File: config.mk
export PLATFORM = sky130hd
export DESIGN_NAME = rxbfc_top
export DESIGN_NICKNAME = d
export VERILOG_FILES = /design/src/rxbfc_pkg.sv /design/src/rxbfc_top.sv
export SDC_FILE = /design/constraint.sdc
export NUM_CORES = 1
export LEC_CHECK = 0
export BUFFER_PORTS_ARGS = -buffer_cell sky130_fd_sc_hd__buf_2
export CORE_AREA = 2 2 91 76
export DETAILED_ROUTE_END_ITERATION = 16
export DIE_AREA = 0 0 93 78
export GPL_ROUTABILITY_DRIVEN = 0
export GPL_TIMING_DRIVEN = 0
export PLACE_DENSITY_LB_ADDON = 0.1
export RECOVER_POWER = 100
export SYNTH_ARGS = -nofsm -noshare
export SYNTH_HDL_FRONTEND = slang
export SYNTH_SLANG_ARGS = --single-unit
export TNS_END_PERCENT = 5
File: constraint.sdc
create_clock -name clk_i -period 1.9 [get_ports clk_i]
set_input_delay 0.19 -clock clk_i [delete_from_list [all_inputs] [get_ports clk_i]]
set_output_delay 0.19 -clock clk_i [all_outputs]
set_load 0.03 [all_outputs]
File: src/rxbfc_pkg.sv
package rxbfc_pkg;

	// ==========================================================
	// Register indices (byte address is four times the index)
	localparam logic [5:0] RXBFC_IDX_ERROR = 6'h0a;
	localparam logic [5:0] RXBFC_IDX_LINK_STATUS = 6'h0b;
	localparam logic [5:0] RXBFC_IDX_RX_BIT_CTRL = 6'h0c;
	localparam logic [5:0] RXBFC_IDX_RX_COLL_POS = 6'h0d;
	localparam logic [5:0] RXBFC_IDX_IRQ_STATUS = 6'h10;
	localparam logic [5:0] RXBFC_IDX_IRQ_MASK = 6'h11;

	// ==========================================================
	// Field positions
	localparam int RXBFC_ERR_COLL_BIT = 2;
	localparam int RXBFC_ERR_INTEG_BIT = 0;
	localparam int RXBFC_ST_CIPHER_BIT = 5;
	localparam int RXBFC_CTL_KEEP_BIT = 7;
	localparam int RXBFC_CTL_ALIGN_LSB = 4;
	localparam int RXBFC_CTL_COLLISION_AS_INTEGRITY_ERROR_BIT = 3;
	localparam int RXBFC_COLL_VALID_BIT = 7;
	localparam int RXBFC_IRQ_FRAME_BIT = 0;
	localparam int RXBFC_IRQ_COLL_BIT = 1;
	localparam int RXBFC_IRQ_INTEG_BIT = 2;
	localparam int RXBFC_IRQ_WIDTH = 3;

	// ==========================================================
	// Reset values and limits
	localparam logic [4:0] RXBFC_CTL_RESET = 5'h00;
	localparam logic [2:0] RXBFC_IRQ_MASK_RESET = 3'h0;
	localparam logic [6:0] RXBFC_COLL_POS_MAX = 7'h3f;
	localparam logic [2:0] RXBFC_LAST_BITS_RESET = 3'h0;

	// ==========================================================
	// Transceiver state and its status codes
	typedef enum logic [2:0] {
		RXBFC_LS_IDLE,
		RXBFC_LS_TX_WAIT,
		RXBFC_LS_TRANSMITTING,
		RXBFC_LS_RX_WAIT,
		RXBFC_LS_WAIT_DATA,
		RXBFC_LS_RECEIVING
	} rxbfc_link_state_t;

	localparam logic [2:0] RXBFC_CODE_IDLE = 3'h0;
	localparam logic [2:0] RXBFC_CODE_TX_WAIT = 3'h1;
	localparam logic [2:0] RXBFC_CODE_TRANSMITTING = 3'h3;
	localparam logic [2:0] RXBFC_CODE_RX_WAIT = 3'h5;
	localparam logic [2:0] RXBFC_CODE_WAIT_DATA = 3'h6;
	localparam logic [2:0] RXBFC_CODE_RECEIVING = 3'h7;

	// ==========================================================
	// Decoder carriers
	typedef struct packed {
		logic valid;
		logic data;
		logic coll;
	} rxbfc_rx_bit_t;

	typedef struct packed {
		logic start;
		logic done;
		logic integ_err;
	} rxbfc_rx_evt_t;

	typedef struct packed {
		logic valid;
		logic last;
		logic [7:0] data;
	} rxbfc_rx_byte_t;

endpackage : rxbfc_pkg

File: src/rxbfc_top.sv
`timescale 1ns/100ps
// Overview of operation
// - Status bit 5 shows cipher engaged; host writing zero turns it off at once unless card authentication completes in that same cycle.
// - Cipher flag sets only when card authentication completes; writing one does nothing.
// - Three-bit link state uses codes 0,1,3,5,6,7; code 4 never appears.
// - With keep-bits control clear, bits after a collision are stored as zero.
// - First-bit-position picks where first bit lands; later bits go upward.
// - Position seven puts first bit at bit 7, second at bit 0 next byte.
// - Position zero means byte-oriented reception, nonzero means bit-oriented.
// - With collision-as-integrity control set, a collision raises integrity error.
// - Last-valid-bits gives valid bits of final byte; zero means all eight.
// - Decoder writes last-valid-bits at frame end and clears it at reception start.
// - Position-valid flag is one only when the stored collision position is valid.
// - Collision position is zero-based index of first collided data bit.
// - Positions reportable only within first eight bytes, max 3Fh, else invalid.
// - Reported position includes first-bit-position offset, counting from stored bit zero.
// - A collision sets collision-detected and records the first collision position.
// - Parity or CRC error sets integrity error; reception carries on.
module rxbfc_top
	import rxbfc_pkg::*;
#(
	parameter int ADR_W = 8
) (
	// Clock and reset
	input wire logic clk_i,
	input wire logic rst_i,
	// Wishbone slave
	input wire logic cyc_i,
	input wire logic stb_i,
	input wire logic we_i,
	input wire logic [ADR_W-1:0] adr_i,
	input wire logic [3:0] sel_i,
	input wire logic [31:0] dat_i,
	output logic [31:0] dat_o,
	output logic ack_o,
	// Transceiver and cipher
	input wire rxbfc_link_state_t link_fsm_state_i,
	input wire logic card_auth_done_i,
	output logic cipher_active_o,
	// Receive decoder
	input wire rxbfc_rx_bit_t rx_bit_i,
	input wire rxbfc_rx_evt_t rx_evt_i,
	output rxbfc_rx_byte_t rx_byte_o,
	// Interrupt
	output logic irq_o
);

	// ==========================================================
	// Helpers
	function automatic logic [2:0] state_code(input rxbfc_link_state_t s);
		case (s)
			RXBFC_LS_IDLE: state_code = RXBFC_CODE_IDLE;
			RXBFC_LS_TX_WAIT: state_code = RXBFC_CODE_TX_WAIT;
			RXBFC_LS_TRANSMITTING: state_code = RXBFC_CODE_TRANSMITTING;
			RXBFC_LS_RX_WAIT: state_code = RXBFC_CODE_RX_WAIT;
			RXBFC_LS_WAIT_DATA: state_code = RXBFC_CODE_WAIT_DATA;
			RXBFC_LS_RECEIVING: state_code = RXBFC_CODE_RECEIVING;
			// Unknown encodings fall back to idle so 100b can never show
			default: state_code = RXBFC_CODE_IDLE;
		endcase
	endfunction : state_code

	function automatic logic [7:0] put_bit(input logic [7:0] b, input logic [2:0] p,
		input logic v);
		logic [7:0] r;
		r = b;
		r[p] = v;
		put_bit = r;
	endfunction : put_bit

	// ==========================================================
	// Bus decode
	logic ack_reg;
	logic [5:0] idx;
	logic wr_commit;
	logic [7:0] wbyte;

	assign idx = adr_i[7:2];
	assign wbyte = dat_i[7:0];
	// Writes land on the same edge the master samples ack
	assign wr_commit = cyc_i & stb_i & we_i & ack_reg & sel_i[0];
	assign ack_o = ack_reg;

	always_ff @(posedge clk_i) begin
		if (rst_i) begin
			ack_reg <= 1'b0;
		end else begin
			// Every index answers, so a stray access can never hang the master
			ack_reg <= cyc_i & stb_i & ~ack_reg;
		end
	end

	function automatic logic wr_to(input logic c, input logic [5:0] i, input logic [5:0] t);
		wr_to = c & (i == t);
	endfunction : wr_to

	// ==========================================================
	// Control register
	logic keep_bits_after_collision_reg;
	logic [2:0] rx_first_bit_pos_reg;
	logic collision_as_integrity_error_reg;
	logic [2:0] rx_last_valid_bits_reg;

	always_ff @(posedge clk_i) begin
		if (rst_i) begin
			{keep_bits_after_collision_reg, rx_first_bit_pos_reg,
				collision_as_integrity_error_reg} <= RXBFC_CTL_RESET;
		end else if (wr_to(wr_commit, idx, RXBFC_IDX_RX_BIT_CTRL)) begin
			keep_bits_after_collision_reg <= wbyte[RXBFC_CTL_KEEP_BIT];
			rx_first_bit_pos_reg <= wbyte[RXBFC_CTL_ALIGN_LSB +: 3];
			collision_as_integrity_error_reg <= wbyte[RXBFC_CTL_COLLISION_AS_INTEGRITY_ERROR_BIT];
		end
	end

	// ==========================================================
	// Cipher flag
	logic cipher_active_reg;
	always_ff @(posedge clk_i) begin
		if (rst_i) begin
			cipher_active_reg <= 1'b0;
		end else if (card_auth_done_i) begin
			cipher_active_reg <= 1'b1;
		end else if (wr_to(wr_commit, idx, RXBFC_IDX_LINK_STATUS) &&
			!wbyte[RXBFC_ST_CIPHER_BIT]) begin
			cipher_active_reg <= 1'b0;
		end
	end
	assign cipher_active_o = cipher_active_reg;

	// ==========================================================
	// Bit assembly
	logic in_frame_reg;
	logic [2:0] bit_ptr_reg;
	logic [3:0] byte_cnt_reg;
	logic [7:0] shift_reg;
	logic coll_seen_reg;
	logic stored_bit;
	logic [7:0] shift_next;
	logic bit_ok;
	logic frame_end;
	logic byte_full;

	// Start outranks a bit or an end marker in the same cycle
	assign bit_ok = in_frame_reg & rx_bit_i.valid & ~rx_evt_i.start;
	assign frame_end = in_frame_reg & rx_evt_i.done & ~rx_evt_i.start & ~rx_bit_i.valid;
	assign byte_full = bit_ok & (bit_ptr_reg == 3'h7);
	assign stored_bit = (coll_seen_reg & ~keep_bits_after_collision_reg) ? 1'b0 : rx_bit_i.data;
	assign shift_next = put_bit(shift_reg, bit_ptr_reg, stored_bit);

	always_ff @(posedge clk_i) begin
		if (rst_i) begin
			in_frame_reg <= 1'b0;
		end else if (rx_evt_i.start) begin
			in_frame_reg <= 1'b1;
		end else if (frame_end) begin
			in_frame_reg <= 1'b0;
		end
	end

	always_ff @(posedge clk_i) begin
		if (rst_i) begin
			bit_ptr_reg <= 3'h0;
		// Nonzero start position gives bit-oriented frame
		end else if (rx_evt_i.start) begin
			bit_ptr_reg <= rx_first_bit_pos_reg;
		end else if (bit_ok) begin
			// Wrap from bit 7 to bit 0 of the next byte
			bit_ptr_reg <= bit_ptr_reg + 3'h1;
		end
	end

	always_ff @(posedge clk_i) begin
		if (rst_i) begin
			byte_cnt_reg <= 4'h0;
		end else if (rx_evt_i.start) begin
			byte_cnt_reg <= 4'h0;
		// Saturates so a long frame never wraps back into the valid range
		end else if (byte_full && byte_cnt_reg != 4'hf) begin
			byte_cnt_reg <= byte_cnt_reg + 4'h1;
		end
	end

	always_ff @(posedge clk_i) begin
		if (rst_i) begin
			shift_reg <= 8'h00;
		end else if (rx_evt_i.start || byte_full) begin
			shift_reg <= 8'h00;
		end else if (bit_ok) begin
			shift_reg <= shift_next;
		end
	end

	always_ff @(posedge clk_i) begin
		if (rst_i) begin
			coll_seen_reg <= 1'b0;
		end else if (rx_evt_i.start) begin
			coll_seen_reg <= 1'b0;
		end else if (bit_ok && rx_bit_i.coll) begin
			coll_seen_reg <= 1'b1;
		end
	end

	always_ff @(posedge clk_i) begin
		if (rst_i) begin
			rx_byte_o <= '0;
		end else begin
			rx_byte_o.valid <= byte_full | (frame_end & (bit_ptr_reg != 3'h0));
			rx_byte_o.last <= frame_end;
			if (byte_full) begin
				rx_byte_o.data <= shift_next;
			// A trailing partial byte goes out with the end marker
			end else if (frame_end) begin
				rx_byte_o.data <= shift_reg;
			end
		end
	end

	// ==========================================================
	// Last valid bits
	always_ff @(posedge clk_i) begin
		if (rst_i) begin
			rx_last_valid_bits_reg <= RXBFC_LAST_BITS_RESET;
		// Cleared at start, written at end
		end else if (rx_evt_i.start) begin
			rx_last_valid_bits_reg <= RXBFC_LAST_BITS_RESET;
		end else if (frame_end) begin
			// Zero when the final byte is complete
			rx_last_valid_bits_reg <= bit_ptr_reg;
		// Host may preset it; the decoder overwrites it at the next frame end
		end else if (wr_to(wr_commit, idx, RXBFC_IDX_RX_BIT_CTRL)) begin
			rx_last_valid_bits_reg <= wbyte[2:0];
		end
	end

	// ==========================================================
	// Collision capture and error flags
	logic collision_pos_valid_reg;
	logic [6:0] collision_bit_pos_reg;
	logic collision_detected_reg;
	logic integrity_error_reg;
	logic first_coll;
	logic integ_evt;

	assign first_coll = bit_ok & rx_bit_i.coll & ~coll_seen_reg;
	// Collision counts as integrity error when enabled
	// Parity or CRC error flags and reception goes on
	assign integ_evt = (in_frame_reg & rx_evt_i.integ_err) |
		(bit_ok & rx_bit_i.coll & collision_as_integrity_error_reg);

	always_ff @(posedge clk_i) begin
		if (rst_i) begin
			collision_bit_pos_reg <= 7'h00;
		end else if (rx_evt_i.start) begin
			collision_bit_pos_reg <= 7'h00;
		end else if (first_coll) begin
			// Index includes the start offset
			// Past the eighth byte only the low six bits remain; the flag tells
			collision_bit_pos_reg <= {byte_cnt_reg[2:0], bit_ptr_reg} & RXBFC_COLL_POS_MAX;
		end
	end

	always_ff @(posedge clk_i) begin
		if (rst_i) begin
			collision_pos_valid_reg <= 1'b0;
		end else if (rx_evt_i.start) begin
			collision_pos_valid_reg <= 1'b0;
		end else if (first_coll) begin
			// Only the first eight bytes are valid
			collision_pos_valid_reg <= (byte_cnt_reg < 4'h8);
		end
	end

	always_ff @(posedge clk_i) begin
		if (rst_i) begin
			collision_detected_reg <= 1'b0;
		// Set wins over the start clear
		end else if (first_coll) begin
			collision_detected_reg <= 1'b1;
		end else if (rx_evt_i.start) begin
			collision_detected_reg <= 1'b0;
		end
	end

	always_ff @(posedge clk_i) begin
		if (rst_i) begin
			integrity_error_reg <= 1'b0;
		end else if (integ_evt) begin
			integrity_error_reg <= 1'b1;
		end else if (rx_evt_i.start) begin
			integrity_error_reg <= 1'b0;
		end
	end

	// ==========================================================
	// Interrupts
	logic [RXBFC_IRQ_WIDTH-1:0] irq_status_reg;
	logic [RXBFC_IRQ_WIDTH-1:0] irq_mask_reg;
	logic [RXBFC_IRQ_WIDTH-1:0] irq_set;
	logic [RXBFC_IRQ_WIDTH-1:0] irq_clr;

	always_comb begin
		irq_set = '0;
		irq_set[RXBFC_IRQ_FRAME_BIT] = frame_end;
		irq_set[RXBFC_IRQ_COLL_BIT] = first_coll;
		irq_set[RXBFC_IRQ_INTEG_BIT] = integ_evt;
	end
	assign irq_clr = wr_to(wr_commit, idx, RXBFC_IDX_IRQ_STATUS) ?
		wbyte[RXBFC_IRQ_WIDTH-1:0] : '0;

	always_ff @(posedge clk_i) begin
		if (rst_i) begin
			irq_status_reg <= '0;
		end else begin
			// Set wins over a write-one clear in the same cycle
			irq_status_reg <= (irq_status_reg & ~irq_clr) | irq_set;
		end
	end

	always_ff @(posedge clk_i) begin
		if (rst_i) begin
			irq_mask_reg <= RXBFC_IRQ_MASK_RESET;
		end else if (wr_to(wr_commit, idx, RXBFC_IDX_IRQ_MASK)) begin
			irq_mask_reg <= wbyte[RXBFC_IRQ_WIDTH-1:0];
		end
	end

	// Level output; it drops as soon as the cause is cleared or masked
	assign irq_o = |(irq_status_reg & irq_mask_reg);

	// ==========================================================
	// Read mux
	logic [7:0] rd_byte;
	always_comb begin
		rd_byte = 8'h00;
		case (idx)
			RXBFC_IDX_ERROR: begin
				rd_byte[RXBFC_ERR_COLL_BIT] = collision_detected_reg;
				rd_byte[RXBFC_ERR_INTEG_BIT] = integrity_error_reg;
			end
			RXBFC_IDX_LINK_STATUS: begin
				rd_byte[RXBFC_ST_CIPHER_BIT] = cipher_active_reg;
				rd_byte[2:0] = state_code(link_fsm_state_i);
			end
			RXBFC_IDX_RX_BIT_CTRL: begin
				rd_byte = {keep_bits_after_collision_reg, rx_first_bit_pos_reg,
					collision_as_integrity_error_reg, rx_last_valid_bits_reg};
			end
			RXBFC_IDX_RX_COLL_POS: begin
				rd_byte = {collision_pos_valid_reg, collision_bit_pos_reg};
			end
			RXBFC_IDX_IRQ_STATUS: rd_byte[RXBFC_IRQ_WIDTH-1:0] = irq_status_reg;
			RXBFC_IDX_IRQ_MASK: rd_byte[RXBFC_IRQ_WIDTH-1:0] = irq_mask_reg;
			default: rd_byte = 8'h00;
		endcase
	end

	always_ff @(posedge clk_i) begin
		if (rst_i) begin
			dat_o <= 32'h00000000;
		end else if (cyc_i && stb_i && !ack_reg) begin
			dat_o <= {24'h000000, rd_byte};
		end
	end

endmodule : rxbfc_top
# ---- Yosys cells after proc, flatten, opt, wreduce, memory -nomap -nowiden
# Index checks and enable logic that the tools add are counted.
dict set report word_totals {
  ff_bits 60
  in_bits 59
  wordCells 116
}
dict set report op_classes {
  addsub 2
  magnitude_cmp 3
  n_eq_ne 13
  muxes 25
  bitwise_logic 32
  n_reduce_logical 20
}
# cell count
set ops {}
lappend ops {{== test 6 x 4 -> 1 bit, second input constant} 4}
lappend ops {{bitwise AND 1 bit} 21}
lappend ops {{2-to-1 mux 8 bit} 2}
lappend ops {{2-to-1 mux 3 bit} 5}
lappend ops {{one-hot mux 3 bit (5 select lines)} 1}
lappend ops {{nonzero test 2 bit} 7}
lappend ops {{== test 6 x 5 -> 1 bit, second input constant} 2}
lappend ops {{one-hot mux 1 bit (6 select lines)} 2}
lappend ops {{== test 3 bit, second input constant} 3}
lappend ops {{2-to-1 mux 1 bit} 9}
lappend ops {{bitwise mux 8 bit} 1}
lappend ops {{one-hot mux 2 bit (2 select lines)} 2}
lappend ops {{bitwise AND 3 bit} 2}
lappend ops {{== test 3 x 2 -> 1 bit, second input constant} 2}
lappend ops {{logical AND 1 bit} 6}
lappend ops {{inverter 1 bit} 5}
lappend ops {{one-hot mux 1 bit (5 select lines)} 1}
lappend ops {{adder 4 x 1 -> 4 bit, second input constant} 1}
lappend ops {{less-than comparator 3 x 4 -> 1 bit, second input constant} 1}
lappend ops {{less-than comparator 4 bit, second input constant} 1}
lappend ops {{inequality test 4 bit, second input constant} 1}
lappend ops {{OR reduction 2 bit} 2}
lappend ops {{adder 3 x 1 -> 3 bit, second input constant} 1}
lappend ops {{demux 1 bit (select 3 bit)} 1}
lappend ops {{other kinds (10)} 12}

# ---- Depth between registers and ports, before layout
# Gate-level depths: netlist (run 1).
dict set report logic_depth {
  word_depth 9
  mapped_depth 6
  depth_no_buf 6
}

# ---- Worst setup path before layout (run 1)
# No wires, ideal clock.
dict set report synth_path {
  path_type {register to register}
  startpoint {register ack_reg, in the netlist ack_o}
  endpoint {register irq_mask_reg[2]}
  arrival_time_ns 1.383
  path_slack_ns 0.385
  path_stages_with_launch 6
  n_path_buf 1
  period_less_slack_ns 1.515
  path_cell_list {dfxtp_1 > and3_1 > nand3_1 > clkbuf_1 > o41ai_1 > a21oi_1}
}
dict set report synth_via {
  elab_chain_cells 3
}
# item line_no
set synth_lines {}
lappend synth_lines {{start: declaration} rxbfc_top.sv:73} ;# logic ack_reg;
lappend synth_lines {{start signal: assignment} rxbfc_top.sv:89} ;# ack_reg <= cyc_i & stb_i & ~ack_reg;
lappend synth_lines {{bitwise AND 1 bit (2 in a row)} rxbfc_top.sv:81} ;# assign wr_commit = cyc_i & stb_i & we_i & ack_reg & sel_i[0];
lappend synth_lines {{bitwise AND 1 bit} rxbfc_top.sv:94} ;# wr_to = c & (i == t);
lappend synth_lines {{end signal: assignment} rxbfc_top.sv:323} ;# irq_mask_reg <= wbyte[RXBFC_IRQ_WIDTH-1:0];
lappend synth_lines {{end: declaration} rxbfc_top.sv:297} ;# logic [RXBFC_IRQ_WIDTH-1:0] irq_mask_reg;
# Every way passes these cells.
# A chain may end at the register's enable or synchronous reset.

# ---- Final worst setup path (run 1)
dict set report layout_path {
  startpoint {register in_frame_reg}
  endpoint {register byte_cnt_reg[2]}
}
dict set report layout_via {
  elab_chain_cells 4
}
# item line_no
set layout_lines {}
lappend layout_lines {{start: declaration} rxbfc_top.sv:132} ;# logic in_frame_reg;
lappend layout_lines {{start signal: assignment} rxbfc_top.sv:152} ;# in_frame_reg <= 1'b0;
lappend layout_lines {{start signal: assignment} rxbfc_top.sv:154} ;# in_frame_reg <= 1'b1;
lappend layout_lines {{start signal: assignment} rxbfc_top.sv:156} ;# in_frame_reg <= 1'b0;
lappend layout_lines {{bitwise AND 1 bit (2 in a row)} rxbfc_top.sv:144} ;# assign bit_ok = in_frame_reg & rx_bit_i.valid & ~rx_evt_i.start;
lappend layout_lines {{bitwise AND 1 bit} rxbfc_top.sv:146} ;# assign byte_full = bit_ok & (bit_ptr_reg == 3'h7);
lappend layout_lines {{logical AND 1 bit} rxbfc_top.sv:178} ;# end else if (byte_full && byte_cnt_reg != 4'hf) begin
lappend layout_lines {{end signal: assignment} rxbfc_top.sv:179} ;# byte_cnt_reg <= byte_cnt_reg + 4'h1;
lappend layout_lines {{end: declaration} rxbfc_top.sv:134} ;# logic [3:0] byte_cnt_reg;
# Every way passes these cells.

==> impl_metrics.tcl, run 1 <==
set metrics [dict create \
    worstPathMaxFanout 10 \
    grt_use_total_pct 23.9 \
    clkLatencyLatePin_ns 0.35 \
    grt_antenna_before_repair 0 \
    drt_iter0_markers 278 \
    hp-class "in -> reg" \
    drive_above_1_share_pct 20.0 \
    largest_reg_flops 10 \
    crit_arrival_ns 1.93 \
    antennaDiodeCount 0 \
    rows 26 \
    area_delta_synth_final_pct 18.6 \
    leakagePower_nw 1.51 \
    mostFrequentLayoutCell "dfxtp_1" \
    htree_levels 3 \
    vias_per_cell 5.45 \
    wl_um 8340 \
    dpl_cell_area_um2 3560 \
    fin_nets 510 \
    outcome "completed" \
    finClkSkew_ns 0.00639 \
    cts_tree "yes" \
    slowest_stage "dfxtp_1" \
    ir_worst_vdd_mv 0.406 \
    clkTransAtPathRegs_ns 0.07 \
    clock_sinks 60 \
    grt_max_degree 11 \
    fin_crit_sh_pct 89.3 \
    use_met3_pct 6.41 \
    dpl.hpwl_um 6070 \
    p_per_area_nw_per_um2 739 \
    grt_first_pass_wirelength_um 13400 \
    synthesis.area_um2 3130 \
    ys.flop_type "dfxtp_1" \
    layout_common_cells "dfxtp_1, clkbuf_1, buf_2, nor2_1, nand2_1" \
    dieArea_um2 7250 \
    end_kind "flip-flop" \
    period_needed_ns 1.70 \
    die_w_um 93 \
    worst_pin_slew_ns 0.687 \
    overflow 0 \
    finalMaxSlewViolations 0 \
    drt-pass1-iter-count 5 \
    clockBufferDepth 2 \
    hold_viol 0 \
    wl_per_cell_um 15.6 \
    ctsHoldBuffers 0 \
    fin_ws_ns 0.204 \
    seq_area_frac_synth_pct 38.4 \
    yosysWarnings 0 \
    grt_pass1_vias 2578 \
    worst-path-buf-inv 1 \
    synth_cell_type_count 55 \
    path_cells "and3b_1, and2_1, clkbuf_1, and4b_1, nor3_1" \
    io_pins 104 \
    use_met2_pct 34.9 \
    cp_top_family "simple AND/OR/NAND/NOR gates" \
    finalNonFillerCells 535 \
    portBuffers 47 \
    cts_buffers 9 \
    timing.setup.tns_ns 0 \
    dr_total_vias 2915 \
    grt-busiest-layer "met2" \
    initial_utilization_pct 50.1 \
    slowest_delay_ns 0.50 \
    fmax_ghz 0.590 \
    ant_nets 0 \
    pre_cts_ws_ns 0.0164 \
    drc 0 \
    use_met1_pct 34.1 \
    synth.avg_cell_area_um2 8.58 \
    drv_cap 0 \
    crit_type "reg -> reg" \
    ys_ff_latch 60 \
    syn-instance-count 365 \
    critPathRequiredTime_ns 2.14 \
    placed_cells 519 \
    cts-root-buf "clkbuf_8" \
    synthArstFlopShare_pct 0 \
    die_h_um 78 \
    final_cell_area_um2 3710 \
    setup_viol_count_final 0 \
    worstSetupStartpointType "flip-flop" \
    slew_headroom_pct 54.2 \
    synth_edf_count 0 \
    coreArea_um2 6250 \
    postCtsSetupBuffers 0 \
    rsz0062_at_grt "false" \
]
## power by group
| group | internal [mW] | switching (mW) | leakage (nW) | total (mW) |
|---|---|---|---|---|
| clock network | 0.599 | 0.513 | 0.0931 | 1.11 |
| registers | 1.28 | 0.0151 | 0.486 | 1.29 |
| logic | 0.115 | 0.227 | 0.933 | 0.342 |
| total | 1.99 | 0.755 | 1.51 | 2.75 |
## routing by layer
metal,wire [um],share of wire (%)
met1,4000,48
met2,3500,42
met3,740,8.9
met4,103,1.2
met5,0,0
## kinds of logic after synthesis
kind of cell    synth area share (%)
other cells                    0.120
flops                           38.4
fa+ha+maj                       2.00
simple gates                    23.9
xor+xnor                       0.839
compound gates                  17.5
mux                             7.31
buf+inv                         10.0
## synth_stat cells (all sizes together), types with 2 or more instances
| library cell | number | area, um2 |
|---|---|---|
| a311oi | 2 | 17.5 |
| mux2 | 7 | 78.8 |
| a211oi | 19 | 143 |
| dfxtp | 60 | 1200 |
| a21oi | 23 | 115 |
| and3 | 11 | 68.8 |
| ha | 5 | 62.6 |
| nand2b | 4 | 25.0 |
| and2b | 2 | 15.0 |
| a21o | 2 | 15.0 |
| nand3b | 2 | 18.8 |
| mux2i | 15 | 150 |
| a31o | 2 | 17.5 |
| inv | 9 | 33.8 |
| nor2 | 33 | 143 |
| xnor2 | 3 | 26.3 |
| clkbuf | 11 | 42.5 |
| o2111ai | 3 | 26.3 |
| or4bb | 2 | 22.5 |
| nand2 | 31 | 116 |
| nand4 | 5 | 31.3 |
| buf | 35 | 238 |
| nand3 | 19 | 95.1 |
| nor3 | 9 | 61.3 |
| and3b | 2 | 17.5 |
| nand4b | 3 | 26.3 |
| a31oi | 8 | 50.1 |
| o21ai | 16 | 80.1 |
| nor3b | 2 | 15.0 |
| o41ai | 3 | 26.3 |
## stage by stage
stage | util, % | hold WS [ns] | power (mW)
2_1_floorplan | - | 0.291 | 1.57
3_3_place_gp | 57.0 | 0.423 | 1.66
3_5_place_dp | 57.0 | 0.430 | 1.66
4_1_cts | 59.9 | 0.0588 | 2.77
5_1_grt | 59.5 | 0.0752 | 2.86
6_report | 59.5 | 0.0725 | 2.75
## layout make-up
| cell class | count | area [um2] |
|---|---|---|
| plain buffers | 46 | 278 |
| clock buffers | 11 | 131 |
| flip-flops and latches | 60 | 1200 |
| well taps | 84 | 105 |
| fillers | 602 | 2530 |
| clock inverters | 5 | 52.6 |
| repair buffers | 47 | 208 |
| multi-input cells | 273 | 1710 |
| inverters | 9 | 33.8 |
## path summary, 6_finish.rpt
check	startpoint	slack, ns	cells past startpoint	endpoint
worst max-delay path	in_frame_reg	0.20	5	byte_cnt_reg[2]
worst min-delay path	dat_i[0]	0.07	2	irq_status_reg[0]
worst max register to register	in_frame_reg	0.20	5	byte_cnt_reg[2]
worst min register to register	dat_o[4]	0.46	2	dat_o[4]
## what timing repair did
action                                  CTS  global route
endpoints found under the setup margin    6             3
gates resized for setup                   1             1
endpoints found under the hold margin     0             0
No activity file was read; power rests on OpenSTA's default activity.
==> run 2, diff against run 1 <==
==> constraint.sdc (replaced) <==
create_clock -name clk_i -period 1.8 [get_ports clk_i]
set_input_delay 0.18 -clock clk_i [delete_from_list [all_inputs] [get_ports clk_i]]
set_output_delay 0.18 -clock clk_i [all_outputs]
set_load 0.03 [all_outputs]
==> impl_metrics.tcl, run 2 (same netlist as run 1, synthesis figures left out) <==
set metrics [dict create \
    grt_use_total_pct 23.9 \
    period_needed_ns 1.67 \
    die_w_um 93 \
    clockBufferDepth 2 \
    grt_max_degree 11 \
    drc 0 \
    final_cell_area_um2 3720 \
    hp-class "in -> reg" \
    power_frac_comb_pct 12.5 \
    p_sw_share_pct 27.4 \
    power.share.clock_pct 40.4 \
    p_sw_mw 0.795 \
    setup_viol_count_final 0 \
    portBuffers 47 \
    hold_viol 0 \
    finalNonFillerCells 535 \
    finClkSkew_ns 0.00633 \
    hold_slack_ns 0.0671 \
    postCtsSetupBuffers 0 \
    utilization_pct 59.6 \
    cts_tree "yes" \
    fin_ws_ns 0.133 \
    io_pins 104 \
    crit_arrival_ns 1.94 \
    end_kind "flip-flop" \
    layout_common_cells "dfxtp_1, clkbuf_1, buf_2, nor2_1, nand2_1" \
    ctsHoldBuffers 0 \
    mostFrequentLayoutCell "dfxtp_1" \
    seqPwrFrac_pct 47.1 \
    wl_per_cell_um 15.6 \
    largest_reg_flops 10 \
    power.internal_mw 2.10 \
    drt-pass1-iter-count 5 \
    drv_cap 0 \
    cp_top_family "buffers and inverters" \
    worst_pin_slew_ns 0.700 \
    leakagePower_nw 1.52 \
    drive_above_1_share_pct 20.4 \
    crit_type "reg -> reg" \
    fmax_ghz 0.600 \
    worstPathMaxFanout 10 \
    slew_headroom_pct 53.3 \
    grt_pass1_vias 2578 \
    coreArea_um2 6250 \
    die_h_um 78 \
    rows 26 \
    fillers 599 \
    clkTransAtPathRegs_ns 0.07 \
    htree_levels 3 \
    slowest_stage "clkbuf_1" \
    antennaDiodeCount 0 \
    rsz0062_at_grt "false" \
    critPathRequiredTime_ns 2.07 \
    vias_per_cell 5.46 \
    grt_first_pass_wirelength_um 13400 \
    outcome "completed" \
    ant_nets 0 \
    area_delta_synth_final_pct 18.8 \
    drt_iter0_markers 294 \
    dpl_cell_area_um2 3560 \
    worstSetupStartpointType "flip-flop" \
    finalMaxSlewViolations 0 \
    clkLatencyLatePin_ns 0.34 \
    pre_cts_ws_ns -0.0836 \
    cts_resized 1 \
    clock_sinks 60 \
    placed_cells 519 \
    cts_buffers 9 \
    grt_antenna_before_repair 0 \
    initial_utilization_pct 50.1 \
    wl_um 8350 \
    dr_total_vias 2921 \
    path_cells "and3_1, and2b_1, clkbuf_1, a31oi_1, a21oi_1" \
    overflow 0 \
    ir_worst_vdd_mv 0.428 \
    fin_nets 510 \
    cts-root-buf "clkbuf_8" \
    p_per_area_nw_per_um2 779 \
    slowest_delay_ns 0.44 \
    worst-path-buf-inv 1 \
    fin_crit_sh_pct 92.6 \
    dieArea_um2 7250 \
    dpl.hpwl_um 6070 \
]
run 2: worst paths after layout:
| path | startpoint | to | slack [ns] | depth (start not counted) |
|---|---|---|---|---|
| max | ack_o | rx_last_valid_bits_reg[2] | 0.13 | 5 |
| min | dat_i[0] | irq_status_reg[0] | 0.07 | 2 |
| max reg2reg | ack_o | rx_last_valid_bits_reg[2] | 0.13 | 5 |
| min reg2reg | dat_o[4] | dat_o[4] | 0.46 | 2 |
run 2: layer usage:
metal	vias to the layer above	global-route usage, %	part of all wire, %
met1	1334	34.1	47
met2	137	34.9	42
met4	0	7.94	1.2
li1	1438	-	-
met3	12	6.41	9.2
met5	-	0	0
run 2: power by group through the flow:
stage | registers, mW | logic, mW | clock network [mW]
2_1_floorplan | 1.41 | 0.248 | 0
3_3_place_gp | 1.39 | 0.356 | 0
3_5_place_dp | 1.39 | 0.358 | 0
4_1_cts | 1.36 | 0.359 | 1.20
5_1_grt | 1.37 | 0.390 | 1.26
6_report | 1.36 | 0.362 | 1.17
run 2: worst register-to-register path: cells and delay by family (launching register included):
kind	cells	cell delay [ns]
compound gates	2	0.38
simple gates	2	0.39
buf+inv	1	0.44
flops	1	0.37
run 2: cell type report:
class	instances	area, um2	share of cell area (%)
plain buffers	46	283	7.60
inverters	9	33.8	0.908
flip-flops and latches	60	1200	32.3
clock inverters	5	52.6	1.41
clock buffers	11	131	3.53
repair buffers	47	208	5.58
well taps	84	105	2.83
multi-input cells	273	1710	45.8
run 2: metrics by stage:
step	total power, mW	setup TNS [ns]
2_1_floorplan	1.65	0
3_3_place_gp	1.75	-0.135
3_5_place_dp	1.75	-0.611
4_1_cts	2.92	0
5_1_grt	3.02	0
6_report	2.90	0
